`src/design/uart_hs_pkg.sv`:
```
// Constants, register map and timing for the high-speed baud configuration block.
// Assumes one 25 MHz clock and a host doing single-cycle I/O port strobes.
//
// Contract
// RULE_01 - Channels three and four also run at 230400 and 460800 bps.
// RULE_02 - Host sets the high-speed bit and loads the special divisor.
// RULE_03 - Writing 55h to index port 3F0h enters configuration mode.
// RULE_04 - In configuration mode, index 07h selects the logical device number register.
// RULE_05 - Data port 3F1h value 04h selects channel three, 05h channel four.
// RULE_06 - Index F0h selects the mode register; data port reads return it.
// RULE_07 - Mode register bit D1 enables high speed for that channel.
// RULE_08 - A data port write with the mode register selected updates it.
// RULE_09 - Writing AAh to the index port leaves configuration mode.
// RULE_10 - Writing 80h to base plus three sets the divisor latch access bit.
// RULE_11 - With that bit set, offsets zero and one reach divisor low and high.
// RULE_12 - High speed with divisor 8002h gives 230400 bps.
// RULE_13 - High speed with divisor 8001h gives 460800 bps.
// RULE_14 - Host then rewrites the format with the access bit cleared.
// RULE_15 - Index and data writes outside configuration mode change nothing.
package uart_hs_pkg;
   // ***************
   // Bus and ports
   // ***************
   localparam int ADDR_W = 16;
   localparam int CH_COUNT = 2;
   localparam logic [15:0] CFG_INDEX_PORT = 16'h03F0;
   localparam logic [15:0] CFG_DATA_PORT = 16'h03F1;
   localparam logic [15:0] CH_BASE [CH_COUNT] = '{16'h03E8, 16'h02E8};
   localparam logic [2:0] OFS_DIV_LO = 3'h0;
   localparam logic [2:0] OFS_DIV_HI = 3'h1;
   localparam logic [2:0] OFS_LCR = 3'h3;
   localparam logic [7:0] RD_UNMAPPED = 8'hFF;
   localparam logic [7:0] RD_EMPTY = 8'h00;
   // ***************
   // Configuration keys and indexes
   // ***************
   localparam logic [7:0] KEY_ENTER = 8'h55;
   localparam logic [7:0] KEY_EXIT = 8'hAA;
   localparam logic [7:0] IDX_LDN = 8'h07;
   localparam logic [7:0] IDX_MODE = 8'hF0;
   localparam logic [7:0] LDN_CH3 = 8'h04;
   localparam logic [7:0] LDN_CH4 = 8'h05;
   localparam int MODE_HS_BIT = 1;
   localparam int LCR_DIVISOR_LATCH_ACCESS_BIT = 7;
   localparam int DIV_FAST_BIT = 15;
   localparam logic [7:0] MODE_RESET = 8'h00;
   localparam logic [7:0] LDN_RESET = 8'h00;
   localparam logic [7:0] LCR_RESET = 8'h00;
   localparam logic [7:0] DIV_RESET = 8'h00;
   // ***************
   // Baud timing
   // ***************
   localparam int CLK_HZ = 25_000_000;
   localparam int BASE_HZ = 1_843_200;
   localparam int ACC_GRAIN_HZ = 1_600;
   localparam int FAST_MULT = 4;
   localparam int ACC_W = 14;
   localparam logic [ACC_W:0] ACC_MOD = (ACC_W + 1)'(CLK_HZ / ACC_GRAIN_HZ);
   localparam logic [ACC_W:0] ACC_STEP_NORMAL = (ACC_W + 1)'(BASE_HZ / ACC_GRAIN_HZ);
   localparam logic [ACC_W:0] ACC_STEP_FAST = (ACC_W + 1)'(FAST_MULT * BASE_HZ / ACC_GRAIN_HZ);
endpackage

```
`src/design/cfg_bus_if.sv`:
```
// Carrier between the port decoder and the configuration register logic.
// Assumes strobes are one-cycle pulses on the shared clock.
`timescale 1ns/1ps
interface cfg_bus_if;
   logic idxWr;
   logic dataWr;
   logic [7:0] wrData;
   logic [7:0] rdData;
   logic [7:0] indexVal;
   logic [1:0] highSpeed;
   logic active;
   modport ctrl (input idxWr, dataWr, wrData, output rdData, indexVal, highSpeed, active);
   modport host (output idxWr, dataWr, wrData, input rdData, indexVal, highSpeed, active);
endinterface

```
`src/design/baud_tick_gen.sv`:
```
// Sixteen-times sample tick from a divisor, with the fast base when high speed and divisor bit 15 are both set.
// Assumes divisor and high-speed flag are registers on the same clock.
`timescale 1ns/1ps
module baud_tick_gen (
   // Clock and reset
   input wire logic ref_clk,
   input wire logic rst,
   // Rate setting
   input wire logic [15:0] divisor,
   input wire logic highSpeed,
   // Tick
   output logic sampleTick
);
   import uart_hs_pkg::*;

   logic fast;
   logic [ACC_W-1:0] acc;
   logic [ACC_W:0] accSum;
   logic baseTick;
   logic [15:0] divide;
   logic [15:0] cnt;
   logic [16:0] cntNext;

   // ***************
   // Base rate
   // ***************
   assign fast = highSpeed && divisor[DIV_FAST_BIT]; // RULE_12 RULE_13
   assign accSum = {1'b0, acc} + (fast ? ACC_STEP_FAST : ACC_STEP_NORMAL); // RULE_01
   assign baseTick = accSum >= ACC_MOD;

   always_ff @(posedge ref_clk or posedge rst) begin
      if (rst) begin
         acc <= '0;
      end else if (baseTick) begin
         acc <= ACC_W'(accSum - ACC_MOD);
      end else begin
         acc <= ACC_W'(accSum);
      end
   end

   // ***************
   // Divider
   // ***************
   assign divide = fast ? {1'b0, divisor[DIV_FAST_BIT-1:0]} : divisor;
   assign cntNext = {1'b0, cnt} + 17'h00001;

   always_ff @(posedge ref_clk or posedge rst) begin
      if (rst) begin
         cnt <= '0;
         sampleTick <= 1'b0;
      end else begin
         sampleTick <= 1'b0;
         if (baseTick && divide != 16'h0000) begin
            if (cntNext >= {1'b0, divide}) begin
               cnt <= '0;
               sampleTick <= 1'b1;
            end else begin
               cnt <= 16'(cntNext);
            end
         end
      end
   end
endmodule

```
`src/design/config_port_ctrl.sv`:
```
// Index/data configuration registers guarded by enter and exit keys.
// Assumes strobes arrive decoded from the port decoder on the same clock.
`timescale 1ns/1ps
module config_port_ctrl (
   // Clock and reset
   input wire logic ref_clk,
   input wire logic rst,
   // Decoded port strobes
   cfg_bus_if.ctrl cfg
);
   import uart_hs_pkg::*;

   typedef enum logic {CFG_LOCKED, CFG_OPEN} cfg_state_t;

   cfg_state_t state;
   logic [7:0] index;
   logic [7:0] ldn;
   logic [7:0] mode [CH_COUNT];
   logic open;

   function automatic logic ldnValid(input logic [7:0] n);
      return (n == LDN_CH3) || (n == LDN_CH4);
   endfunction

   function automatic logic ldnChan(input logic [7:0] n);
      return n == LDN_CH4;
   endfunction

   assign open = state == CFG_OPEN;

   // ***************
   // Key sequence
   // ***************
   always_ff @(posedge ref_clk or posedge rst) begin
      if (rst) begin
         state <= CFG_LOCKED;
      end else if (cfg.idxWr) begin
         case (state)
            CFG_LOCKED: if (cfg.wrData == KEY_ENTER) state <= CFG_OPEN; // RULE_03
            CFG_OPEN: if (cfg.wrData == KEY_EXIT) state <= CFG_LOCKED; // RULE_09
            default: state <= CFG_LOCKED;
         endcase
      end
   end

   // ***************
   // Index and device number
   // ***************
   always_ff @(posedge ref_clk or posedge rst) begin
      if (rst) begin
         index <= RD_EMPTY;
      end else if (open && cfg.idxWr && cfg.wrData != KEY_EXIT) begin
         index <= cfg.wrData; // RULE_04
      end
   end

   always_ff @(posedge ref_clk or posedge rst) begin
      if (rst) begin
         ldn <= LDN_RESET;
      end else if (open && cfg.dataWr && index == IDX_LDN) begin
         ldn <= cfg.wrData; // RULE_05
      end
   end

   // ***************
   // Mode registers
   // ***************
   for (genvar i = 0; i < CH_COUNT; i++) begin : g_mode
      always_ff @(posedge ref_clk or posedge rst) begin
         if (rst) begin
            mode[i] <= MODE_RESET;
         end else if (open && cfg.dataWr && index == IDX_MODE && ldnValid(ldn) && ldnChan(ldn) == 1'(i)) begin
            mode[i] <= cfg.wrData; // RULE_08 RULE_15
         end
      end
      assign cfg.highSpeed[i] = mode[i][MODE_HS_BIT]; // RULE_07
   end

   always_comb begin
      cfg.rdData = RD_UNMAPPED;
      if (open) begin
         case (index)
            IDX_LDN: cfg.rdData = ldn;
            IDX_MODE: cfg.rdData = ldnValid(ldn) ? mode[ldnChan(ldn)] : RD_EMPTY; // RULE_06
            default: cfg.rdData = RD_EMPTY;
         endcase
      end
   end

   assign cfg.indexVal = index;
   assign cfg.active = open;
endmodule

```
`src/design/uart_high_speed_baud_config.sv`:
```
// Top: I/O port decode, channel divisor and line control, tick generators.
// Assumes the host gives one-cycle read and write strobes on ref_clk.
`timescale 1ns/1ps
module uart_high_speed_baud_config (
   // Clock and reset
   input wire logic ref_clk,
   input wire logic rst,
   // Host I/O port access
   input wire logic [uart_hs_pkg::ADDR_W-1:0] ioAddr,
   input wire logic [7:0] ioWrData,
   input wire logic ioWr,
   input wire logic ioRd,
   output logic [7:0] ioRdData,
   output logic ioRdValid,
   // Channel state
   output logic [uart_hs_pkg::CH_COUNT-1:0] sampleTick,
   output logic [uart_hs_pkg::CH_COUNT-1:0] highSpeedEn,
   output logic [uart_hs_pkg::CH_COUNT-1:0][7:0] lineFormat,
   output logic configActive
);
   import uart_hs_pkg::*;

   logic [7:0] lcr [CH_COUNT];
   logic [7:0] divLo [CH_COUNT];
   logic [7:0] divHi [CH_COUNT];
   logic [CH_COUNT-1:0] divisor_latch_access;
   logic [7:0] rdMux;

   cfg_bus_if cfg ();

   function automatic logic chanHit(input logic [15:0] a, input logic [15:0] base, input logic [2:0] ofs);
      return a == (base | {13'h0000, ofs});
   endfunction

   // ***************
   // Configuration ports
   // ***************
   assign cfg.idxWr = ioWr && ioAddr == CFG_INDEX_PORT; // RULE_03 RULE_09
   assign cfg.dataWr = ioWr && ioAddr == CFG_DATA_PORT; // RULE_05 RULE_08
   assign cfg.wrData = ioWrData;

   config_port_ctrl u_cfg (
      .ref_clk(ref_clk),
      .rst(rst),
      .cfg(cfg)
   );

   assign highSpeedEn = cfg.highSpeed;
   assign configActive = cfg.active;

   // ***************
   // Channel registers
   // ***************
   for (genvar c = 0; c < CH_COUNT; c++) begin : g_chan
      always_ff @(posedge ref_clk or posedge rst) begin
         if (rst) begin
            lcr[c] <= LCR_RESET;
         end else if (ioWr && chanHit(ioAddr, CH_BASE[c], OFS_LCR)) begin
            lcr[c] <= ioWrData; // RULE_10 RULE_14
         end
      end

      always_ff @(posedge ref_clk or posedge rst) begin
         if (rst) begin
            divLo[c] <= DIV_RESET;
         end else if (ioWr && divisor_latch_access[c] && chanHit(ioAddr, CH_BASE[c], OFS_DIV_LO)) begin
            divLo[c] <= ioWrData; // RULE_11
         end
      end

      always_ff @(posedge ref_clk or posedge rst) begin
         if (rst) begin
            divHi[c] <= DIV_RESET;
         end else if (ioWr && divisor_latch_access[c] && chanHit(ioAddr, CH_BASE[c], OFS_DIV_HI)) begin
            divHi[c] <= ioWrData; // RULE_11
         end
      end

      assign divisor_latch_access[c] = lcr[c][LCR_DIVISOR_LATCH_ACCESS_BIT];
      assign lineFormat[c] = lcr[c];

      baud_tick_gen u_baud (
         .ref_clk(ref_clk),
         .rst(rst),
         .divisor({divHi[c], divLo[c]}),
         .highSpeed(cfg.highSpeed[c]),
         .sampleTick(sampleTick[c])
      );
   end

   // ***************
   // Read path
   // ***************
   always_comb begin
      rdMux = RD_UNMAPPED;
      if (ioAddr == CFG_INDEX_PORT) begin
         rdMux = cfg.active ? cfg.indexVal : RD_UNMAPPED;
      end else if (ioAddr == CFG_DATA_PORT) begin
         rdMux = cfg.rdData; // RULE_06
      end
      for (int k = 0; k < CH_COUNT; k++) begin
         if (chanHit(ioAddr, CH_BASE[k], OFS_LCR)) begin
            rdMux = lcr[k];
         end
         if (chanHit(ioAddr, CH_BASE[k], OFS_DIV_LO)) begin
            rdMux = divisor_latch_access[k] ? divLo[k] : RD_EMPTY; // RULE_11 RULE_14
         end
         if (chanHit(ioAddr, CH_BASE[k], OFS_DIV_HI)) begin
            rdMux = divisor_latch_access[k] ? divHi[k] : RD_EMPTY; // RULE_11
         end
      end
   end

   always_ff @(posedge ref_clk or posedge rst) begin
      if (rst) begin
         ioRdData <= RD_EMPTY;
      end else if (ioRd) begin
         ioRdData <= rdMux;
      end
   end

   always_ff @(posedge ref_clk or posedge rst) begin
      if (rst) begin
         ioRdValid <= 1'b0;
      end else begin
         ioRdValid <= ioRd;
      end
   end
endmodule

```
`config.mk`:
```
export PLATFORM = sky130hd
export DESIGN_NAME = uart_high_speed_baud_config
export DESIGN_NICKNAME = d
export VERILOG_FILES = /design/src/design/uart_hs_pkg.sv /design/src/design/cfg_bus_if.sv /design/src/design/baud_tick_gen.sv /design/src/design/config_port_ctrl.sv /design/src/design/uart_high_speed_baud_config.sv
export SDC_FILE = /design/constraint.sdc
export NUM_CORES = 1
export LEC_CHECK = 0
export BUFFER_PORTS_ARGS = -buffer_cell sky130_fd_sc_hd__buf_2
export CORE_ASPECT_RATIO = 0.7
export CORE_MARGIN = 3
export CORE_UTILIZATION = 45
export CTS_CLUSTER_SIZE = 20
export DETAILED_ROUTE_END_ITERATION = 12
export PLACE_DENSITY = 0.63
export SYNTH_ARGS = -nofsm -noshare
export SYNTH_HDL_FRONTEND = slang
export SYNTH_SLANG_ARGS = --single-unit
```
`constraint.sdc`:
```
create_clock -name ref_clk -period 4.7 [get_ports ref_clk]
set_input_delay 0 -clock ref_clk [delete_from_list [all_inputs] [get_ports ref_clk]]
set_output_delay 0 -clock ref_clk [all_outputs]
set_load 0.03 [all_outputs]
```
After elaboration in Yosys (flattened, before gate mapping)
Cells that the tools add are included.
- add/subtract/negate cells: 6
- magnitude comparators: 5
- equality and inequality tests: 15
- muxes and demuxes: 34
- bitwise gates (word level): 3
- reductions and logical operators: 25
- operator list (kind ; count):
    8-bit 2-to-1 mux ; 18
    16-bit by 10-bit == test with 1-bit output (second input constant) ; 8
    16-bit 2-to-1 mux ; 4
    16-bit by 1-bit adder with 17-bit output (second input constant) ; 2
    17-bit by 16-bit greater-or-equal comparator with 1-bit output ; 2
    16-bit nonzero test ; 2
    14-bit by 13-bit adder with 15-bit output ; 2
    15-bit by 14-bit greater-or-equal comparator with 1-bit output (second input constant) ; 2
    14-bit 2-to-1 mux ; 2
    14-bit subtractor (second input constant) ; 2
    13-bit 2-to-1 mux ; 2
    8-bit by 3-bit == test with 1-bit output (second input constant) ; 3
    1-bit logical AND ; 22
    8-bit == test (second input constant) ; 2
    8-bit one-hot mux with 2 select lines ; 1
    8-bit by 7-bit == test with 1-bit output (second input constant) ; 1
    8-bit inequality test (second input constant) ; 1
    1-bit 2-to-1 mux ; 6
    2-bit greater-or-equal comparator (second input constant) ; 1
    1-bit inverter ; 2
    1-bit inverter with 2-bit output ; 1
    1-bit one-hot mux with 2 select lines ; 1
    1-bit logical OR ; 1
- bits in registers: 152
- input port bits: 28
- output and inout port bits: 30
- logic and storage cells: 107

Depth between registers and ports, before layout
Gate-level depths: netlist of the first run.
- depth in word-level cells: 16
- gate-level depth with buffers: 16
- mapped depth without buffers: 14

By module
From an unflattened synthesis of the first run, not the netlist that was laid out.
- cells, all modules: 1010
- area, all modules: 9869.5 µm²
- modules (own cells, without submodules) (module ; instances ; cells an instance ; area each (µm²) ; seq. area each (µm²)):
    uart_high_speed_baud_config ; 1 ; 273 ; 3161.8 ; 1426.4
    baud_tick_gen (g_chan[0].u_baud) ; 1 ; 307 ; 2555.0 ; 775.7
    baud_tick_gen (g_chan[1].u_baud) ; 1 ; 301 ; 2531.2 ; 775.7
    config_port_ctrl ; 1 ; 129 ; 1621.6 ; 825.8

Worst setup path before layout of the first run
No wires, ideal clock.
- path kind: register to register
- from: register u_cfg.mode, in the netlist u_cfg.cfg.highSpeed[1]
- to: register g_chan[1].u_baud.cnt[11]
- setup time: 0.092 ns
- arrival: 3.230 ns
- required time: 4.608 ns
- path slack: 1.378 ns
- cell stages (with the launch flop): 15
- period minus slack after synthesis: 3.322 ns
- cell sequence: dfrtp_1 buf_4 and2_1 buf_6 inv_1 ha_1 a41o_1 a31oi_1 nand2_1 o22a_1 o41ai_4 o41ai_1 or2_1 buf_4 o31ai_2
- word-level cells in the longest chain between the ends: 5
- RTL lines (element ; RTL line ; RTL):
    from (decl) ; config_port_ctrl.sv:18 ; logic [7:0] mode [CH_COUNT];
    from (signal, indexed assignment) ; config_port_ctrl.sv:73 ; mode[i] <= cfg.wrData;
    1-bit logical AND (*) ; baud_tick_gen.sv:27 ; assign fast = highSpeed && divisor[DIV_FAST_BIT];
    13-bit 2-to-1 mux ; baud_tick_gen.sv:28 ; assign accSum = {1'b0, acc} + (fast ? ACC_STEP_FAST : ACC_STEP_NORMAL);
    14-bit by 13-bit adder with 15-bit output ; baud_tick_gen.sv:28 ;
    15-bit by 14-bit greater-or-equal comparator with 1-bit output ; baud_tick_gen.sv:29 ; assign baseTick = accSum >= ACC_MOD;
    1-bit logical AND ; baud_tick_gen.sv:53 ; if (baseTick && divide != 16'h0000) begin
    to (signal assigned) ; baud_tick_gen.sv:58 ; cnt <= 16'(cntNext);
    to (decl) ; baud_tick_gen.sv:21 ; logic [15:0] cnt;
Mark *: on every way between the ends. The rest lies on a longest branch, timed or not.
A chain may end at the register's enable or synchronous reset.

Final worst setup path of the first run
- from: register divHi[7] (netlist name)
- to: register g_chan[1].u_baud.cnt[13]
- word-level cells in the longest chain between the ends: 5
- RTL lines (element ; RTL line ; RTL):
    from (decl) ; uart_high_speed_baud_config.sv:25 ; logic [7:0] divHi [CH_COUNT];
    from (signal, indexed assignment) ; uart_high_speed_baud_config.sv:75 ; divHi[c] <= ioWrData;
    1-bit logical AND ; baud_tick_gen.sv:27 ;
    13-bit 2-to-1 mux ; baud_tick_gen.sv:28 ;
    14-bit by 13-bit adder with 15-bit output ; baud_tick_gen.sv:28 ;
    15-bit by 14-bit greater-or-equal comparator with 1-bit output ; baud_tick_gen.sv:29 ;
    1-bit logical AND ; baud_tick_gen.sv:53 ;
Several ways; a longest one is shown, not always the timed one.

==> run summary, run 1 <==
The run gives 0 as the number of max-cap violations. Among all stages on the critical path, the largest delay is contributed by dfrtp_1. The die is 176 um wide. Counting every sink on the clock net gives 152. The maximum ir drop on the vdd rail came out at 0.2356 mV.

The met1 usage in global routing came out at 0.3499. Highest-utilization routing layer at the global route stage: met1. The total area inside the core boundary comes to 19390 um^2. For the highest clock rate, the log shows 255.6 MHz. Fraction of registers with async set/reset: 1.000. The actual transition at the worst max-transition pin is 0.8795 ns. Leaving out fill and tap cells, the most frequent cells in the layout are 152 x dfrtp_1, 89 x mux2_2, 89 x nand2_1.

After synthesis the cells add up to 9104 um^2. After detailed routing, the number of vias per cell comes to 5.771. The initial antenna violation count is 0, and the number of buffers created by CTS is 17. The path type of the worst setup path was reg -> reg.

In this run the deepest clock path goes through 2 buffers. Synthesis produced 921 cells. The tools report the met2 track utilization from global routing as 0.2719.

The die is 125 um tall. The total via count after detailed routing was 7133. Post-CTS repair changed the size of 0 cells. The effective utilization at floorplan is 0.4695, and the clock-pin slew on the worst setup and hold paths is 0.07 ns. The area share of the largest cell type after synthesis was 0.4178; the H-tree level count was 4. The run gives 993 as the post-synth net total. Total of warnings raised by yosys: 0.

The DRC violation total after the first TritonRoute iteration was 720; the number of cells traversed by the worst register-to-register path was 12. The worst hold path cell count is 3. Setup repair after global routing left no endpoint under its margin. The run gives 2.905 mW as the post-route total power. After routing, the total negative slack on setup checks comes to 0 ns.

The sequential area share after synthesis is 0.4178. In the synthesized netlist the dominant register cell turns out to be dfrtp_1. Number of design rule violations left after detail routing: 0.

The synthesized design spends more area on one cell type than any other, namely dfrtp_1. The final cycle utilization of the critical path was 0.8324. TritonCTS built the clock tree. The run gives 59 as the maximum number of pins on one net before global-route repair. The later pin in the worst-skew pair is clocked with a latency of 0.43 ns. The kind of start point of the critical path was a register.

The number of detailed-routing iterations run before antenna repair was 5. The repair_antennas step left the layout with diodes totalling 0. Data arrives at the worst endpoint at 4.26 ns.

Global routing finished with a remaining overflow of 0. The clock group share of total power was 0.521; the number of global-route vias before repair was 6739. The run gives 0.2118 as the total global routing track utilization. Worst slew slack as a fraction of its limit: 0.4115.

The die covers 22000 um^2. The run gives 0.01142 ns as the worst clock skew. After synthesis, the cell types taking the most area are dfrtp_1 42%, mux2_2 11%, ha_1 6.0%, xnor2_1 3.8%, nand2_1 3.7%. The congestion estimate from routability-driven global placement came to 0.9203.

For the finished layout, the period the worst path requires is 3.912 ns. The most frequent standard cell in the layout excluding fill and tap cells was dfrtp_1. The run gives 0 as the max-slew violation total from the final report. In this run, synthesis inferred 0 flip-flops with an integrated enable.

Switching share of power: 0.2184. The met3 track utilization from global routing came out at 0.05152. The detail route stage leaves a number of antenna-violating nets equal to 0. The class of the worst hold path is in -> reg.

The fraction of final layout cells sized beyond drive strength 1 was 0.2078. After legalization and detailed placement, the total HPWL measured 16210 um. After synthesis the netlist holds a flip-flop and latch count of 152. For the combinational fraction of design power, the log shows 0.028.

The fill cell total of the finished layout is 1789, and the layout net count is 1031. The run gives 58 as the number of primary I/O pins. The largest single stage delay on the critical path is 0.50 ns.

Dividing the detail-routed wire length by the instance count gives 18.55 um. In this run the power spent charging and discharging nets is 634.4 uW. Total power density per cell area: 283.5 nW/um^2. The tree is rooted in a clkbuf_16. STA classifies the critical path endpoint as a register. Synthesis instantiated 72 different standard cells from the library.

Row generation in the floorplan step produced 42 rows. Internal power comes to 2.271 mW. The logs give 0 for the hold violation total from the final report and 0 for the total setup buffers inserted after CTS. After synthesis, the mean cell area works out to 9.885 um^2.

The area growth from synthesis to layout came out at 12.55%. Buffers placed on the I/O ports in this run total 57. The run gives 37140 um as the wire length of the first global-routing pass.

The required arrival time at the worst endpoint is 5.05 ns, and the number of setup violations in the final report is 0. The logs give 0.451 for the register share of total power and 22920 um for the total wire length. The analysis attributes to cell leakage a power of 4.649 nW.

Of all nets on the critical path, the largest fanout is 25. The flow ran to the end, and the final reports show no timing, DRC or antenna violations. Traced cell by cell, the critical path runs through and2_1 -> inv_1 -> ha_1 -> a41o_1 -> a31oi_1 -> nand2_1 -> o22a_1 -> o41ai_4 -> o41ai_2 -> buf_4 -> or2_1 -> o31ai_2.
[power groups by stage]
stage	clock network (mW)	registers [mW]	logic, mW
finish	1.51	1.31	0.0821
CTS	1.54	1.31	0.0834
floorplan	0	1.34	0.0417
detailed placement	0	1.33	0.0819
global route	1.60	1.31	0.0918
global placement	0	1.33	0.0813
[cells in the mapped netlist, types with 3 or more instances]
master / n
o21a_1: 5
nand2_1: 89
nor3_1: 13
nand3b_1: 4
nand3_1: 32
or3_1: 4
o31ai_1: 8
o31ai_2: 3
o21ai_0: 30
a211oi_1: 3
or2_1: 3
a22oi_1: 14
nor2b_1: 9
nor4_1: 11
o2111ai_1: 8
nor2_1: 57
o21bai_1: 3
and2_1: 4
o21ai_1: 27
nand4b_1: 5
inv_1: 45
buf_2: 7
buf_4: 7
o211ai_1: 4
clkbuf_1: 31
a22o_1: 7
mux2_2: 89
ha_1: 44
a21oi_1: 30
nand2b_1: 16
a221oi_1: 8
xor2_1: 22
a21o_1: 14
dfrtp_1: 152
and4_1: 4
nand4_1: 10
a31oi_1: 6
and3_1: 12
xnor2_1: 40
[cell type report]
cell class              instances  area (um^2)  area share
well taps                     264        330.3     0.03224
repair buffers                 67        365.4     0.03566
clock buffers                  21        480.5     0.04689
multi-input cells             676         4923      0.4805
inverters                      45        173.9     0.01697
clock inverters                11        168.9     0.01649
flip-flops and latches        152         3804      0.3712
[metal layers]
layer,routed length (um),vias to the layer above
li1,-,3401
met1,12190,3466
met2,8945,247
met3,1594,19
met4,194,0
met5,0,-
[worst paths after layout]
| kind | start | slack [ns] | endpoint |
|---|---|---|---|
| worst max-delay path | divHi[7] | 0.79 | g_chan[1].u_baud.cnt[13] |
| worst min-delay path | ioWr | 0.06 | u_cfg.cfg.active |
| worst max register to register | divHi[7] | 0.79 | g_chan[1].u_baud.cnt[13] |
| worst min register to register | g_chan[0].u_baud.acc[6] | 0.50 | g_chan[0].u_baud.acc[6] |
| max in group asynchronous | rst | 3.38 | ioRdData[3] |
| min in group asynchronous | rst | 0.15 | g_chan[0].u_baud.acc[0] |
[per-stage QoR]
| step | utilization | instance area (um^2) | setup WS (ns) | hold WS, ns | instances |
|---|---|---|---|---|---|
| 2_1_floorplan | - | 9104 | 0.6069 | 0.03143 | 921 |
| 3_3_place_gp | 0.4939 | 9577 | 0.8692 | 0.07933 | 1202 |
| 3_5_place_dp | 0.4939 | 9577 | 0.7962 | 0.08089 | 1202 |
| 4_1_cts | 0.5284 | 10250 | 0.7744 | 0.02664 | 1236 |
| 5_1_grt | 0.5284 | 10250 | 0.3999 | 0.07671 | 1236 |
| 6_report | 0.5284 | 10250 | 0.7879 | 0.05702 | 1236 |
[registers in the layout, summed over array words and instances, names as in the netlist]
| signal | count |
|---|---|
| g_chan.u_baud.cnt | 32 |
| g_chan.u_baud.acc | 28 |
| divHi | 16 |
| divLo | 16 |
| lineFormat | 16 |
| u_cfg.mode | 14 |
| ioRdData | 8 |
| u_cfg.cfg.indexVal | 8 |
| u_cfg.ldn | 8 |
| g_chan.u_baud.sampleTick | 2 |
| u_cfg.cfg.highSpeed | 2 |
| ioRdValid | 1 |
| u_cfg.cfg.active | 1 |
[kinds of logic after synthesis]
family          after synthesis  share of synthesized area
compound gates              192                     0.1451
xor+xnor                     63                    0.06267
fa+ha+maj                    45                    0.06157
buf+inv                      93                    0.04302
flops                       152                     0.4178
mux                          90                     0.1112
simple gates                286                     0.1586
[timing repair]
item,CTS,global route
setup endpoints to repair,0,0
endpoints found under the hold margin,59,0
hold buffers,2,0
[critical path: cells and delay by family, from the launching register on]
family | cells | cell delay, ns
compound gates | 6 | 1.62
fa+ha+maj | 1 | 0.38
buf+inv | 2 | 0.36
flops | 1 | 0.50
simple gates | 3 | 0.99
(Power assumes the default switching activity.)
==> run 2, diff against run 1 <==
--- a/config.mk
+++ b/config.mk
@@ -11,7 +11,7 @@
 export CORE_UTILIZATION = 45
 export CTS_CLUSTER_SIZE = 20
 export DETAILED_ROUTE_END_ITERATION = 12
-export PLACE_DENSITY = 0.63
+export PLACE_DENSITY = 0.65
 export SYNTH_ARGS = -nofsm -noshare
 export SYNTH_HDL_FRONTEND = slang
 export SYNTH_SLANG_ARGS = --single-unit
==> constraint.sdc (replaced) <==
create_clock -name ref_clk -period 3.1 [get_ports ref_clk]
set_input_delay 0 -clock ref_clk [delete_from_list [all_inputs] [get_ports ref_clk]]
set_output_delay 0 -clock ref_clk [all_outputs]
set_load 0.03 [all_outputs]
==> run 2 against run 1 <==
Hold slack improved by 0.028 ns; final area rose by 5.2%; fmax rose by 30%; via count rose by 2.8%; clock skew fell by 0.0022 ns; highest routed layer unchanged.
==> run summary, run 2 (synthesis gave the netlist of run 1 again) <==
The count of buffer and inverter cells on the critical path works out to 3 (was 2). The tools report the final hold slack as 0.08529 ns (was 0.05702 ns). The fill cell total of the finished layout was 1713 (was 1789).

In this design, the critical path's most frequently occurring cell is buf_4. The tools report the total via count after detailed routing as 7330 (was 7133). The total global routing track utilization was 0.2141 (was 0.2118).

The library cell contributing the largest single delay on the critical path was dfrtp_1 (unchanged). Chain of cells forming the critical path: nand2_4 -> ha_2 -> and4_1 -> a311o_1 -> a211o_1 -> o32a_1 -> o41ai_2 -> buf_4 -> o41ai_4 -> buf_4 -> buf_4 -> nand2_1 -> o21ai_1 (was and2_1 -> inv_1 -> ha_1 -> a41o_1 -> a31oi_1 -> nand2_1 -> o22a_1 -> o41ai_4 -> o41ai_2 -> buf_4 -> or2_1 -> o31ai_2). Number of flip-flops in the largest register: 32 (unchanged). The floorplan die width was 176 um (unchanged); the site row count was 42 (unchanged).

Maximum number of pins on one net before global-route repair: 121 (was 59). The logs give 5 (unchanged) for the number of detailed-routing iterations run before antenna repair and 4.221 mW (was 2.905 mW) for the post-route total power. The critical path's largest stage delay was 0.38 ns (was 0.50 ns). Number of clock sinks seen by CTS: 152 (unchanged). The placed cell count is 1239 (was 1202).

Reg-to-reg critical path startpoint: divHi[15] (was divHi[7]). The number of cells traversed by the worst register-to-register path is 13 (was 12), and the max-slew violation total from the final report is 0 (unchanged). The DRC violation total after the first TritonRoute iteration is 718 (was 720). The root cell of the clock tree was clkbuf_16 (unchanged). The leakage power total was 4.923 nW (was 4.649 nW); the total wire length was 23740 um (was 22920 um). The flow ran to the end, and the final reports show no timing, DRC or antenna violations. Class of the worst hold path: in -> reg (unchanged).

The kind of end point of the critical path was a register (unchanged). The maximum ir drop on the vdd rail is 0.3651 mV (was 0.2356 mV). The path type of the worst setup path is reg -> reg (unchanged). The detailed placement HPWL is 16750 um (was 16210 um). Highest-count cells in the layout ignoring fill and taps: 150 x dfrtp_1, 89 x mux2_2, 88 x nand2_1 (was 152 x dfrtp_1, 89 x mux2_2, 89 x nand2_1). Registers with the most flip-flops: g_chan.u_baud.cnt (32), g_chan.u_baud.acc (28) (unchanged). The actual transition at the worst max-transition pin works out to 0.7001 ns (was 0.8795 ns). The end of the worst hold path was divHi[4] (was u_cfg.cfg.active). The worst hold path cell count is 2 (was 3). The tools report the kind of start point of the critical path as a register (unchanged). The final design utilization is 0.5558 (was 0.5284), and the number of design rule violations left after detail routing is 0 (unchanged). The tools report the setup slack of the most critical reg-to-reg path as 0.1 ns (was 0.79 ns). Total power density per cell area: 391.6 nW/um^2 (was 283.5 nW/um^2). The peak fanout along the critical path works out to 6 (was 25). The most frequent standard cell in the layout excluding fill and tap cells is dfrtp_1 (unchanged). The worst slew slack as a fraction of its limit was 0.5315 (was 0.4115).

The final instance count without filler cells is 1281 (was 1236), and the H-tree level count is 4 (unchanged). The worst clock skew was 0.009239 ns (was 0.01142 ns). The run gives 6797 (was 6739) as the number of global-route vias before repair. Number of buffers created by CTS: 17 (unchanged). The number of max-cap violations is 0 (unchanged).

The time the worst path needs with I/O delays and setup came out at 3.003 ns (was 3.912 ns). The clock insertion delay at the later pin of the skew report is 0.43 ns (about the same). Via-per-instance ratio: 5.722 (was 5.771).

For the required arrival time at the worst endpoint, the log shows 3.41 ns (was 5.05 ns). The kind of cell adding the most delay to the critical path is compound AO/OA/AOI/OAI gates (unchanged). The effective utilization at floorplan was 0.4695 (unchanged). The tools report the weighted congestion at the end of routability-driven global placement as 0.9390 (was 0.9203). The clock-pin slew on the worst setup and hold paths was 0.06 ns (was 0.07 ns); the highest clock rate was 333.0 MHz (was 255.6 MHz). The number of setup violations in the final report is 0 (unchanged), and the number of inserted diodes is 0 (unchanged). The final cycle utilization of the critical path is 0.9686 (was 0.8324), and the fraction of final layout cells sized beyond drive strength 1 is 0.2734 (was 0.2078). Start point of the worst min-delay path: ioWrData[4] (was ioWr).

The logs give 0 (unchanged) for the hold violation total from the final report and 3.31 ns (was 4.26 ns) for the arrival time reported for the critical path endpoint. The wire length of the first global-routing pass is 37380 um (was 37140 um). Area growth from synthesis to layout: 18.39% (was 12.55%).

Largest register by flop count: g_chan.u_baud.cnt (unchanged). Die height: 125 um (unchanged). TritonCTS built the clock tree. The average routed wire per standard cell works out to 18.53 um (was 18.55 um). The run gives 0 (unchanged) as the total grt overflow. The buffer levels on the longest clock path is 2 (unchanged), and the initial antenna violation count is 0 (unchanged).

The run gives 58 (unchanged) as the number of primary I/O pins. The run gives 22000 um^2 (unchanged) as the die area. The endpoint of the worst register-to-register path was g_chan[0].u_baud.cnt[4] (was g_chan[1].u_baud.cnt[13]). The number of nets with antenna violations after routing was 0 (unchanged); the standard cell core area was 19390 um^2 (unchanged). The run gives 1076 (was 1031) as the layout net count.

Total of buffers placed on input and output ports: 57 (unchanged).
## run 2: cell count changes in the layout (fill, tap and decap cells not counted), moves of 5 or more
cell | previous run | this run
buf_4 | 8 | 47
nand3_1 | 32 | 27
nand3_2 | 0 | 5
ha_1 | 44 | 37
## run 2: worst max path at each step
stage               slack, ns  depth (start not counted)                        to               startpoint
finish                    0.1                         13   g_chan[0].u_baud.cnt[4]                divHi[15]
floorplan                0.03                         15  g_chan[1].u_baud.cnt[11]   u_cfg.cfg.highSpeed[1]
CTS                      0.01                         15   g_chan[0].u_baud.cnt[6]  g_chan[0].u_baud.cnt[3]
global route            -0.04                         13  g_chan[1].u_baud.cnt[13]  g_chan[1].u_baud.cnt[2]
global placement         0.09                         13   g_chan[1].u_baud.cnt[5]  g_chan[1].u_baud.cnt[2]
detailed placement      -0.11                         14   g_chan[0].u_baud.cnt[0]  g_chan[0].u_baud.cnt[3]
## run 2: final cells by class
class	instances	area, um^2	share of cell area
Clock buffer	26	509.2	0.04725
Inverter	45	172.7	0.01602
Clock inverter	6	87.58	0.008126
Multi-Input combinational cell	677	5152	0.4781
Tap cell	264	330.3	0.03065
Timing Repair Buffer	111	719.4	0.06675
Sequential cell	152	3806	0.3531
## run 2: metrics by stage
stage / TNS [ns] / setup slack (ns) / area, um^2
2_1_floorplan: 0 / 0.02716 / 9164
3_3_place_gp: 0 / 0.08547 / 9913
3_5_place_dp: -0.4435 / -0.1106 / 9913
4_1_cts: 0 / 0.01437 / 10540
5_1_grt: -0.2100 / -0.04250 / 10780
6_report: 0 / 0.09743 / 10780
## run 2: layer usage
metal,up-vias,global-route usage,share of wire
li1,3485,-,-
met2,259,0.2789,0.39
met3,18,0.05364,0.082
met5,-,0,0
met1,3568,0.3512,0.52
met4,0,0.04374,0.0071
## run 2: repair_timing
item,4_1_cts,5_1_grt
gates cloned,0,2
buffers inserted,0,6
pin swaps,0,16
hold buffers,2,0
resized for setup,3,41
hold endpoints to repair,158,0
setup endpoints to repair,6,34
## run 2: worst reg2reg max path: stages (launching register included)
cell     delay, ns
dfrtp_1       0.38
nand2_4       0.09
ha_2          0.21
and4_1        0.23
a311o_1       0.35
a211o_1       0.27
o32a_1        0.20
o41ai_2       0.38
buf_4         0.22
o41ai_4       0.12
buf_4         0.19
buf_4         0.15
nand2_1       0.06
o21ai_1       0.06
## run 2: report_power, final
part | internal [mW] | switching, mW | leakage, nW
logic | 0.0272 | 0.0962 | 2.62
registers | 1.99 | 0.00105 | 2.01
clock network | 1.29 | 0.817 | 0.294
total | 3.31 | 0.914 | 4.92
